$ cat src/include/rxs_consts.vh
// Offsets, field positions, reset values and counts for the receive status block
`ifndef RXS_CONSTS_VH
`define RXS_CONSTS_VH

// Register word offsets (byte addresses)
`define RXS_ADDR_MAC_CTRL 8'h00
`define RXS_ADDR_STAT_PORT 8'h04
`define RXS_ADDR_ERR_FLAGS 8'h08
`define RXS_ADDR_STAT_INFO 8'h0c

// MAC control fields
`define RXS_CTRL_RX_ON_BIT 2
`define RXS_CTRL_PASS_BAD_BIT 16
`define RXS_CTRL_RESET 32'h0000_0000

// Error/flag register fields
`define RXS_FLAG_RX_ERR_BIT 0
`define RXS_FLAG_HALTED_BIT 1

// Status word fields
`define RXS_ST_LEN_HI 29
`define RXS_ST_LEN_LO 16
`define RXS_ST_ERR_SUM 15
`define RXS_ST_BCAST 13
`define RXS_ST_RUNT 11
`define RXS_ST_MCAST 10
`define RXS_ST_TOO_LONG 7
`define RXS_ST_LATE_COL 6
`define RXS_ST_ETH_TYPE 5
`define RXS_ST_WDOG 4
`define RXS_ST_MII_ERR 3
`define RXS_ST_DRIBBLE 2
`define RXS_ST_CRC_ERR 1

// Frame size limits in bytes
`define RXS_COL_WINDOW_BYTES 14'd64
`define RXS_MAX_FRAME_BYTES 14'd1518
`define RXS_WDOG_BYTES 14'd2048
`define RXS_TYPE_MIN_BYTES 14'd14
`define RXS_LEN_TYPE_MAX 16'd1500
`define RXS_MAX_COUNT 14'h3fff

// MII framing and CRC constants
`define RXS_SFD_NIBBLE 4'hd
`define RXS_CRC_INIT 32'hffff_ffff
`define RXS_CRC_POLY 32'hedb8_8320
`define RXS_CRC_RESIDUE 32'hdebb_20e3

`endif

$ cat src/rtl/rxs_crc32.v
// Nibble-wide Ethernet CRC-32 checker
`timescale 1ns/1ps
`default_nettype none
`include "rxs_consts.vh"
module rxs_crc32
(
	input wire i_ref_clk,
	input wire i_rst_n,
	input wire i_start,
	input wire i_nib_valid,
	input wire [3:0] i_nib,
	output wire o_crc_ok
);
	reg [31:0] crc_reg;

	// Reflected form: bits enter least significant first, as MII delivers them
	function [31:0] crc_step;
		input [31:0] crc;
		input [3:0] nib;
		integer k;
		reg [31:0] c;
		begin
			c = crc;
			for (k = 0; k < 4; k = k + 1)
			begin
				if (c[0] ^ nib[k])
					c = (c >> 1) ^ `RXS_CRC_POLY;
				else
					c = c >> 1;
			end
			crc_step = c;
		end
	endfunction

	always @(posedge i_ref_clk or negedge i_rst_n)
	begin
		if (!i_rst_n)
			crc_reg <= `RXS_CRC_INIT;
		else if (i_start)
			crc_reg <= `RXS_CRC_INIT;
		else if (i_nib_valid)
			crc_reg <= crc_step(crc_reg, i_nib);
	end

	assign o_crc_ok = (crc_reg == `RXS_CRC_RESIDUE);
endmodule // rxs_crc32
`default_nettype wire

$ cat src/rtl/rxs_stat_queue.v
// Receive status word queue with overrun and underrun detection
`timescale 1ns/1ps
`default_nettype none
module rxs_stat_queue
#(
	parameter WIDTH = 32,
	parameter AW = 4
)
(
	input wire i_ref_clk,
	input wire i_rst_n,
	input wire i_clear,
	input wire i_push,
	input wire [WIDTH-1:0] i_word,
	input wire i_pop,
	output wire [WIDTH-1:0] o_head,
	output wire [AW:0] o_count,
	output wire o_overrun,
	output wire o_underrun
);
	localparam [AW:0] DEPTH = {1'b1, {AW{1'b0}}};
	reg [WIDTH-1:0] mem [0:(1<<AW)-1];
	reg [AW:0] wr_ptr_reg;
	reg [AW:0] rd_ptr_reg;
	wire full = (o_count == DEPTH);
	wire empty = (o_count == {(AW+1){1'b0}});
	wire do_push = i_push && !full;
	wire do_pop = i_pop && !empty;

	assign o_count = wr_ptr_reg - rd_ptr_reg;
	assign o_head = mem[rd_ptr_reg[AW-1:0]];
	// A word pushed into a full queue is lost
	assign o_overrun = i_push && full;
	assign o_underrun = i_pop && empty;

	always @(posedge i_ref_clk)
	begin
		if (do_push)
			mem[wr_ptr_reg[AW-1:0]] <= i_word;
	end

	always @(posedge i_ref_clk or negedge i_rst_n)
	begin
		if (!i_rst_n)
		begin
			wr_ptr_reg <= {(AW+1){1'b0}};
			rd_ptr_reg <= {(AW+1){1'b0}};
		end
		else if (i_clear)
		begin
			wr_ptr_reg <= {(AW+1){1'b0}};
			rd_ptr_reg <= {(AW+1){1'b0}};
		end
		else
		begin
			if (do_push)
				wr_ptr_reg <= wr_ptr_reg + 1'b1;
			if (do_pop)
				rd_ptr_reg <= rd_ptr_reg + 1'b1;
		end
	end
endmodule // rxs_stat_queue
`default_nettype wire

$ cat src/rtl/rxs_top.v
// Receive status word builder, receiver stop/start and receive error flag
//
// The strobed register port and the placing of the registers were chosen for this implementation.
`timescale 1ns/1ps
`default_nettype none
`include "rxs_consts.vh"
// Function
// - Set bit 11 when a frame ends before 64 bytes.
// - Deliver runt frames only when pass-bad-frames bit 16 is set.
// - Set bit 10 for a multicast destination address.
// - Status bits 9:8 and 0 always read zero.
// - Set bit 7 above 1518 bytes; keep receiving the whole frame.
// - Set bit 6 on a collision after the collision window.
// - Set bit 5 when length/type exceeds 1500, else clear.
// - Keep frame-type bit clear for frames under 14 bytes.
// - Set bit 4 when the receive watchdog expires.
// - Set bit 3 if receive error seen during the frame.
// - Set bit 2 for a trailing partial byte of 4 bits.
// - Never set dribbling bit when late collision bit is set.
// - Dribbling with good CRC is a valid packet.
// - Set bit 1 on CRC mismatch or any receive error.
// - Pulse the halted event once the receiver has really stopped.
// - Raise receive error on data underrun, status underrun or status overrun.
// - Receive error never stops the receiver.
// - Bit 15 is OR of bits 11, 7, 6 and 1.
// - Bits 29:16 hold the frame byte count.
module rxs_top
#(
	parameter QUEUE_AW = 4,
	parameter [13:0] WDOG_BYTES = `RXS_WDOG_BYTES
)
(
	input wire i_ref_clk,
	input wire i_rst_n,
	input wire [7:0] i_addr,
	input wire [31:0] i_wdata,
	input wire i_wr,
	input wire i_rd,
	output reg [31:0] o_rdata,
	input wire i_mii_rx_dv,
	input wire i_mii_rx_er,
	input wire [3:0] i_mii_rxd,
	input wire i_mii_col,
	input wire i_data_underrun,
	input wire i_status_flush,
	output reg o_receiver_halted_event,
	output reg o_receive_error_flag,
	output reg o_status_avail
);
	localparam [2:0] ST_IDLE = 3'b001;
	localparam [2:0] ST_PREAMBLE = 3'b010;
	localparam [2:0] ST_DATA = 3'b100;

	// MII inputs come from a pin-level source; two stages before any use
	reg [6:0] mii_meta_reg;
	reg [6:0] mii_sync_reg;
	wire rx_dv = mii_sync_reg[0];
	wire rx_er = mii_sync_reg[1];
	wire [3:0] rxd = mii_sync_reg[5:2];
	wire col = mii_sync_reg[6];

	reg [31:0] mac_control_reg;
	wire receiver_on_bit = mac_control_reg[`RXS_CTRL_RX_ON_BIT];
	wire pass_bad = mac_control_reg[`RXS_CTRL_PASS_BAD_BIT];

	reg [2:0] state_reg;
	reg [2:0] state_next;
	reg halted_reg;
	reg [14:0] nib_cnt_reg;
	reg [3:0] low_nib_reg;
	reg mcast_reg;
	reg bcast_reg;
	reg late_col_reg;
	reg mii_err_reg;
	reg wdog_reg;
	reg [15:0] len_type_reg;
	reg queue_clear_reg;
	reg crc_byte_ok_reg;

	wire [13:0] byte_cnt = (nib_cnt_reg[14:1] > `RXS_MAX_COUNT) ? `RXS_MAX_COUNT : nib_cnt_reg[14:1];
	wire odd_nib = nib_cnt_reg[0];
	wire [7:0] cur_byte = {rxd, low_nib_reg};
	wire crc_ok;
	wire in_data = (state_reg == ST_DATA) && rx_dv;
	wire frame_end = (state_reg == ST_DATA) && !rx_dv;
	wire crc_good = odd_nib ? crc_byte_ok_reg : crc_ok;

	rxs_crc32 u_crc
	(
		.i_ref_clk(i_ref_clk),
		.i_rst_n(i_rst_n),
		.i_start(state_reg != ST_DATA),
		.i_nib_valid(in_data),
		.i_nib(rxd),
		.o_crc_ok(crc_ok)
	);

	// A dribble nibble is no part of any checked byte, so the
	// verdict at the last whole-byte boundary is the one kept
	always @(posedge i_ref_clk or negedge i_rst_n)
	begin
		if (!i_rst_n)
			crc_byte_ok_reg <= 1'b0;
		else if (state_reg != ST_DATA)
			crc_byte_ok_reg <= 1'b0;
		else if (rx_dv && !odd_nib)
			crc_byte_ok_reg <= crc_ok;
	end

	// Status word assembly at the end of the frame
	reg [31:0] status_word;
	reg runt;
	reg crc_err;
	always @*
	begin
		runt = (byte_cnt < `RXS_COL_WINDOW_BYTES);
		crc_err = !crc_good || mii_err_reg;
		status_word = 32'h0000_0000;
		status_word[`RXS_ST_LEN_HI:`RXS_ST_LEN_LO] = byte_cnt;
		status_word[`RXS_ST_RUNT] = runt;
		status_word[`RXS_ST_MCAST] = mcast_reg;
		status_word[`RXS_ST_BCAST] = bcast_reg;
		status_word[`RXS_ST_TOO_LONG] = (byte_cnt > `RXS_MAX_FRAME_BYTES);
		status_word[`RXS_ST_LATE_COL] = late_col_reg;
		status_word[`RXS_ST_ETH_TYPE] = (byte_cnt >= `RXS_TYPE_MIN_BYTES) && (len_type_reg > `RXS_LEN_TYPE_MAX);
		status_word[`RXS_ST_WDOG] = wdog_reg;
		status_word[`RXS_ST_MII_ERR] = mii_err_reg;
		// Nibble-wide MII can only leave 4 extra bits, which meets both thresholds
		status_word[`RXS_ST_DRIBBLE] = odd_nib && !late_col_reg;
		status_word[`RXS_ST_CRC_ERR] = crc_err;
		status_word[`RXS_ST_ERR_SUM] = runt || status_word[`RXS_ST_TOO_LONG] || late_col_reg || crc_err;
	end

	wire push = frame_end && (!runt || pass_bad);
	wire stat_rd = i_rd && (i_addr == `RXS_ADDR_STAT_PORT);
	wire [31:0] q_head;
	wire [QUEUE_AW:0] q_count;
	wire q_overrun;
	wire q_underrun;

	// Words wait here until popped; a flush empties it only while halted
	rxs_stat_queue #(.WIDTH(32), .AW(QUEUE_AW)) u_queue
	(
		.i_ref_clk(i_ref_clk),
		.i_rst_n(i_rst_n),
		.i_clear(queue_clear_reg),
		.i_push(push),
		.i_word(status_word),
		.i_pop(stat_rd),
		.o_head(q_head),
		.o_count(q_count),
		.o_overrun(q_overrun),
		.o_underrun(q_underrun)
	);

	always @(posedge i_ref_clk or negedge i_rst_n)
	begin
		if (!i_rst_n)
		begin
			mii_meta_reg <= 7'h00;
			mii_sync_reg <= 7'h00;
		end
		else
		begin
			mii_meta_reg <= {i_mii_col, i_mii_rxd, i_mii_rx_er, i_mii_rx_dv};
			mii_sync_reg <= mii_meta_reg;
		end
	end

	// A frame already under way when the receiver is turned off runs to its end
	always @*
	begin
		state_next = state_reg;
		case (state_reg)
			ST_IDLE:
				if (rx_dv && receiver_on_bit)
					state_next = ST_PREAMBLE;
			ST_PREAMBLE:
				if (!rx_dv)
					state_next = ST_IDLE;
				else if (rxd == `RXS_SFD_NIBBLE)
					state_next = ST_DATA;
			ST_DATA:
				if (!rx_dv)
					state_next = ST_IDLE;
			default:
				state_next = ST_IDLE;
		endcase
	end

	always @(posedge i_ref_clk or negedge i_rst_n)
	begin
		if (!i_rst_n)
		begin
			state_reg <= ST_IDLE;
			nib_cnt_reg <= 15'h0000;
			low_nib_reg <= 4'h0;
			mcast_reg <= 1'b0;
			bcast_reg <= 1'b0;
			late_col_reg <= 1'b0;
			mii_err_reg <= 1'b0;
			wdog_reg <= 1'b0;
			len_type_reg <= 16'h0000;
		end
		else
		begin
			state_reg <= state_next;
			if (state_reg != ST_DATA)
			begin
				nib_cnt_reg <= 15'h0000;
				mcast_reg <= 1'b0;
				bcast_reg <= 1'b1;
				late_col_reg <= 1'b0;
				mii_err_reg <= 1'b0;
				wdog_reg <= 1'b0;
				len_type_reg <= 16'h0000;
			end
			else if (rx_dv)
			begin
				// Counting saturates; the frame is never cut short
				if (nib_cnt_reg != 15'h7fff)
					nib_cnt_reg <= nib_cnt_reg + 15'h0001;
				if (!odd_nib)
					low_nib_reg <= rxd;
				if (nib_cnt_reg == 15'h0000)
					mcast_reg <= rxd[0];
				if (odd_nib && byte_cnt < 14'd6 && cur_byte != 8'hff)
					bcast_reg <= 1'b0;
				if (odd_nib && byte_cnt == 14'd12)
					len_type_reg[15:8] <= cur_byte;
				if (odd_nib && byte_cnt == 14'd13)
					len_type_reg[7:0] <= cur_byte;
				if (col && byte_cnt >= `RXS_COL_WINDOW_BYTES)
					late_col_reg <= 1'b1;
				if (rx_er)
					mii_err_reg <= 1'b1;
				// Watchdog only flags; the frame still runs to its end
				if (byte_cnt >= WDOG_BYTES)
					wdog_reg <= 1'b1;
			end
		end
	end

	// Halt is reported only once the receiver is off and no frame is in progress
	wire halt_now = !receiver_on_bit && (state_reg == ST_IDLE);
	reg err_set;
	always @*
	begin
		err_set = q_overrun || q_underrun || i_data_underrun;
	end

	always @(posedge i_ref_clk or negedge i_rst_n)
	begin
		if (!i_rst_n)
		begin
			mac_control_reg <= `RXS_CTRL_RESET;
			halted_reg <= 1'b1;
			o_receiver_halted_event <= 1'b0;
			o_receive_error_flag <= 1'b0;
			o_status_avail <= 1'b0;
			o_rdata <= 32'h0000_0000;
			queue_clear_reg <= 1'b0;
		end
		else
		begin
			if (i_wr && i_addr == `RXS_ADDR_MAC_CTRL)
				mac_control_reg <= i_wdata;
			halted_reg <= halt_now;
			o_receiver_halted_event <= halt_now && !halted_reg;
			// Set wins over a write-one-to-clear in the same cycle; reception goes on
			if (err_set)
				o_receive_error_flag <= 1'b1;
			else if (i_wr && i_addr == `RXS_ADDR_ERR_FLAGS && i_wdata[`RXS_FLAG_RX_ERR_BIT])
				o_receive_error_flag <= 1'b0;
			o_status_avail <= (q_count != {(QUEUE_AW+1){1'b0}});
			// Ignored while running, where a frame in flight would be torn
			queue_clear_reg <= i_status_flush && halted_reg;
			o_rdata <= 32'h0000_0000;
			if (i_rd)
			begin
				case (i_addr)
					`RXS_ADDR_MAC_CTRL:
						o_rdata <= mac_control_reg;
					`RXS_ADDR_STAT_PORT:
						o_rdata <= (q_count != {(QUEUE_AW+1){1'b0}}) ? q_head : 32'h0000_0000;
					`RXS_ADDR_ERR_FLAGS:
						o_rdata <= {30'h0, halted_reg, o_receive_error_flag};
					`RXS_ADDR_STAT_INFO:
						o_rdata <= {{(31-QUEUE_AW){1'b0}}, q_count};
					default:
						o_rdata <= 32'h0000_0000;
				endcase
			end
		end
	end
endmodule // rxs_top
`default_nettype wire
$ cat config.mk
export PLATFORM = sky130hd
export DESIGN_NAME = rxs_top
export DESIGN_NICKNAME = d
export VERILOG_FILES = /design/src/rtl/rxs_crc32.v /design/src/rtl/rxs_stat_queue.v /design/src/rtl/rxs_top.v
export VERILOG_INCLUDE_DIRS = /design/src /design/src/include
export SDC_FILE = /design/constraint.sdc
export NUM_CORES = 1
export LEC_CHECK = 0
export CAP_MARGIN = 10
export CORE_MARGIN = 8
export CORE_UTILIZATION = 55
export CTS_CLUSTER_SIZE = 24
export DETAILED_ROUTE_END_ITERATION = 10
export DONT_BUFFER_PORTS = 1
export GPL_TIMING_DRIVEN = 0
export HOLD_SLACK_MARGIN = 0.1
export PLACE_DENSITY = 0.85
export SYNTH_ARGS = -nofsm -noshare
export SYNTH_HDL_FRONTEND = slang
export SYNTH_SLANG_ARGS = --single-unit
$ cat constraint.sdc
create_clock -name i_ref_clk -period 4.8 [get_ports i_ref_clk]
set_input_delay 0.96 -clock i_ref_clk [delete_from_list [all_inputs] [get_ports i_ref_clk]]
set_output_delay 0.96 -clock i_ref_clk [all_outputs]
set_load 0.005 [all_outputs]
==> metrics <==
outcome=completed; Post-Place Cells=1979; total via count in the routed design=13.1k; maximum frequency from static timing analysis=210 MHz; final worst-path setup slack=0.0376 ns; slew at the pin with the worst max-slew slack=1.20 ns; Netlist Area Pre-Place=0.0230 sq mm; count of port buffers added during placement=0; I/O pin count=88; first-pass GRT wire length=80200 um; Synth Warn #=0; worst max-slew margin expressed relative to the limit=19.9%; number of cells traversed by the worst register-to-register path=11; type of destination of the critical path=flop; Post-route DRC=0; Fin. Hold Viols=0; post-route non-filler standard cell count=2084; layout cells sized above 1=18.5%; Layout Utilization=61.5%; R2R setup slack=0.04 ns; width of the die=221 um; worst-skew pair later-pin latency=0.62 ns; clock transition time at the flip-flop clock pins of the worst setup and hold paths=0.07 ns; Synth Flop Type=edfxtp_1; destination of the worst register-to-register timing path=u_queue.mem[6][2]; total nets after synthesis=1503; post-route minimum period=4.76 ns; TritonCTS buffer count=54; Total Die Area=0.0487 sq mm; antenna violations before repair=1; fraction of the yosys area taken by sequential cells=70.7%; number of instances in the synthesized netlist=1438; number of flip-flops and latches in the synthesized netlist=569; H-tree depth=2; placeable core region=0.0417 sq mm; total global routing overflow=0; # Max-Cap Violations=0; setup tns final=0 ns; Root Driver=clkbuf_16; min-delay worst type=in2async; leakage power=8.37 nW; Post-layout nets=1563; final HPWL from detailed placement=33300 um; number of synthesized flops with an enable pin=400; area growth from synthesis to layout=11.3%; required time reported for the critical path endpoint=5.01 ns; portion of the clock cycle consumed by the worst path in the final layout=99.2%; First DRT Iteration DRCs=1508; Total Wirelength=53900 um; via count normalized by instance count=6.29; drt pass-1 iters=5; critical path type=reg2reg; RSZ-0062 raised after global routing=true; max FFs per register=400; initial core utilization=55.3%; placement-stage worst setup slack=0.267 ns; worst endpoint data arrival time=4.97 ns; Critical Path Fanout Max=25; Filler cells=2864; last weighted congestion value of the routability-driven placer=0.890; mean post-synth cell area=16.0 sq um; setup-violating endpoint count in the final report=0; Max clock buf depth=3; power density over cell area=376 mW/mm^2; total count of max-transition violations in the final report=0; Avg WL per Cell=25.9 um; share of flip-flops with an asynchronous set or reset after synthesis=29.7%; hold slack final=0.220 ns; maximum clock skew at final layout=0.0368 ns; kind of start point of the critical path=flop; vias in the first global route=13.6k; peak supply drop=0.311 mV; ANT nets after route=0; Tot GR Track Use=22.1%; TritonCTS sink count=569; startpoint of the worst register-to-register path=u_queue.rd_ptr_reg[1]; clock tree from TritonCTS=done; height of the die=221 um; maximum number of pins on one net before global-route repair=136; unique cell type count in the Yosys netlist=69; Rows=75
[cell usage after synthesis, drive strengths merged, types with 9 or more instances]
library cell	instances	share of area, %
edfxtp	400	52
dfrtp	135	15
mux2i	121	5.3
nand2	100	1.6
nor2	63	1.0
o21ai	60	1.3
clkbuf	58	0.95
mux4	50	4.9
mux2	45	2.2
a22o	44	1.7
buf	34	0.71
dfstp	34	3.9
nand3	31	0.67
xor2	27	1.1
xnor2	23	1.0
o221ai	22	0.84
a21oi	18	0.39
and3	15	0.41
inv	15	0.24
and2	14	0.38
a22oi	11	0.36
ha	11	0.60
nor2b	10	0.27
nor4	10	0.47
nor3	9	0.20
[worst max-delay path by stage]
stage                          start  slack [ns]  depth (start not counted)               endpoint
2_1_floorplan  u_queue.rd_ptr_reg[1]        0.14                         10  u_queue.wr_ptr_reg[4]
3_3_place_gp   u_queue.rd_ptr_reg[1]       -2.40                         10  u_queue.wr_ptr_reg[4]
3_5_place_dp   u_queue.rd_ptr_reg[1]        0.27                         11     u_queue.mem[0][14]
4_1_cts        u_queue.rd_ptr_reg[1]        0.22                         11      u_queue.mem[0][1]
5_1_grt        u_queue.rd_ptr_reg[1]       -0.10                         11      u_queue.mem[0][1]
6_report       u_queue.rd_ptr_reg[1]        0.04                         11      u_queue.mem[6][2]
[logic make-up (layout without fill, tap and decap cells)]
kind of cell,after synthesis,count (layout),share of synthesized area [%]
AOI/OAI and AO/OA,190,190,5.78
xor gates and xnor gates,50,50,2.14
adders and majority gates,12,12,0.684
buffers and inverters,107,213,1.91
DFF,569,569,70.7
muxes,216,216,12.3
other,0,1,0
and+or+nand+nor,294,294,6.47
[where the power goes]
group	switching [W]	leakage, nW	internal, W
Clock	0.00186	0.873	0.00241
Combinational	0.0000790	2.12	0.0000445
Sequential	0.0000162	5.38	0.00523
[through the flow]
step                total power, W  area (sq um)
floorplan                  0.00542         23000
global placement           0.00544         23700
detailed placement         0.00544         23800
CTS                        0.00968         25600
global route               0.00989         25600
finish                     0.00964         25600
[layout by cell type, fill, tap and decap left out, types with 5 or more instances in the layout]
cell type / instances
clkbuf_1: 68
a21oi_1: 18
dfstp_2: 34
mux4_2: 50
ha_1: 11
xor2_1: 25
a211oi_1: 5
nor3_1: 8
a22oi_1: 11
buf_2: 30
inv_1: 15
xnor2_1: 19
a22o_1: 44
nand4_1: 7
and2_1: 11
nand2_1: 100
clkbuf_16: 55
o21ai_0: 58
clkinv_2: 9
nand2b_1: 7
o221ai_1: 22
nor2_1: 63
dfrtp_1: 135
mux2_2: 45
buf_1: 5
and3_2: 11
clkinv_1: 5
nor2b_1: 10
nand3_1: 31
mux2i_1: 121
edfxtp_1: 400
nor3b_1: 5
nor4_1: 7
[layer usage]
metal | GRT usage [%] | routed length (um)
met1 | 27.6 | 20600
met2 | 37.6 | 26600
met3 | 5.28 | 4970
met4 | 7.94 | 1800
met5 | 0 | 0
[area by class of cell]
type                       count  area [sq um]  share of cell area (%)
timing repair buffer           4          71.3                   0.278
tap                          539           674                    2.63
antenna                        1          2.50                 0.00976
multi-input combinational    762          6370                    24.8
sequential                   569         16300                    63.5
inverter                      15          56.3                   0.220
clock buffer                  70          1470                    5.74
buffer                        92           383                    1.49
clock inverter                32           328                    1.28
[what timing repair did]
action,in CTS,in global routing
buffers inserted,0,0
resized for setup,0,1
hold buffers,1,0
setup endpoints to repair,0,200
hold endpoints to repair,135,0
[critical path, cell delays in order, from the launching register on]
cell and delay (ns):
dfrtp_1 0.50, clkbuf_1 0.55, buf_1 0.69, inv_1 0.10, ha_1 0.32, nand3b_1 0.07
nand2_1 0.11, mux2_2 0.36, buf_2 0.21, a21oi_1 0.36, buf_2 0.27, and3_2 0.81
Note: power is estimated with default switching activity, not from simulation.
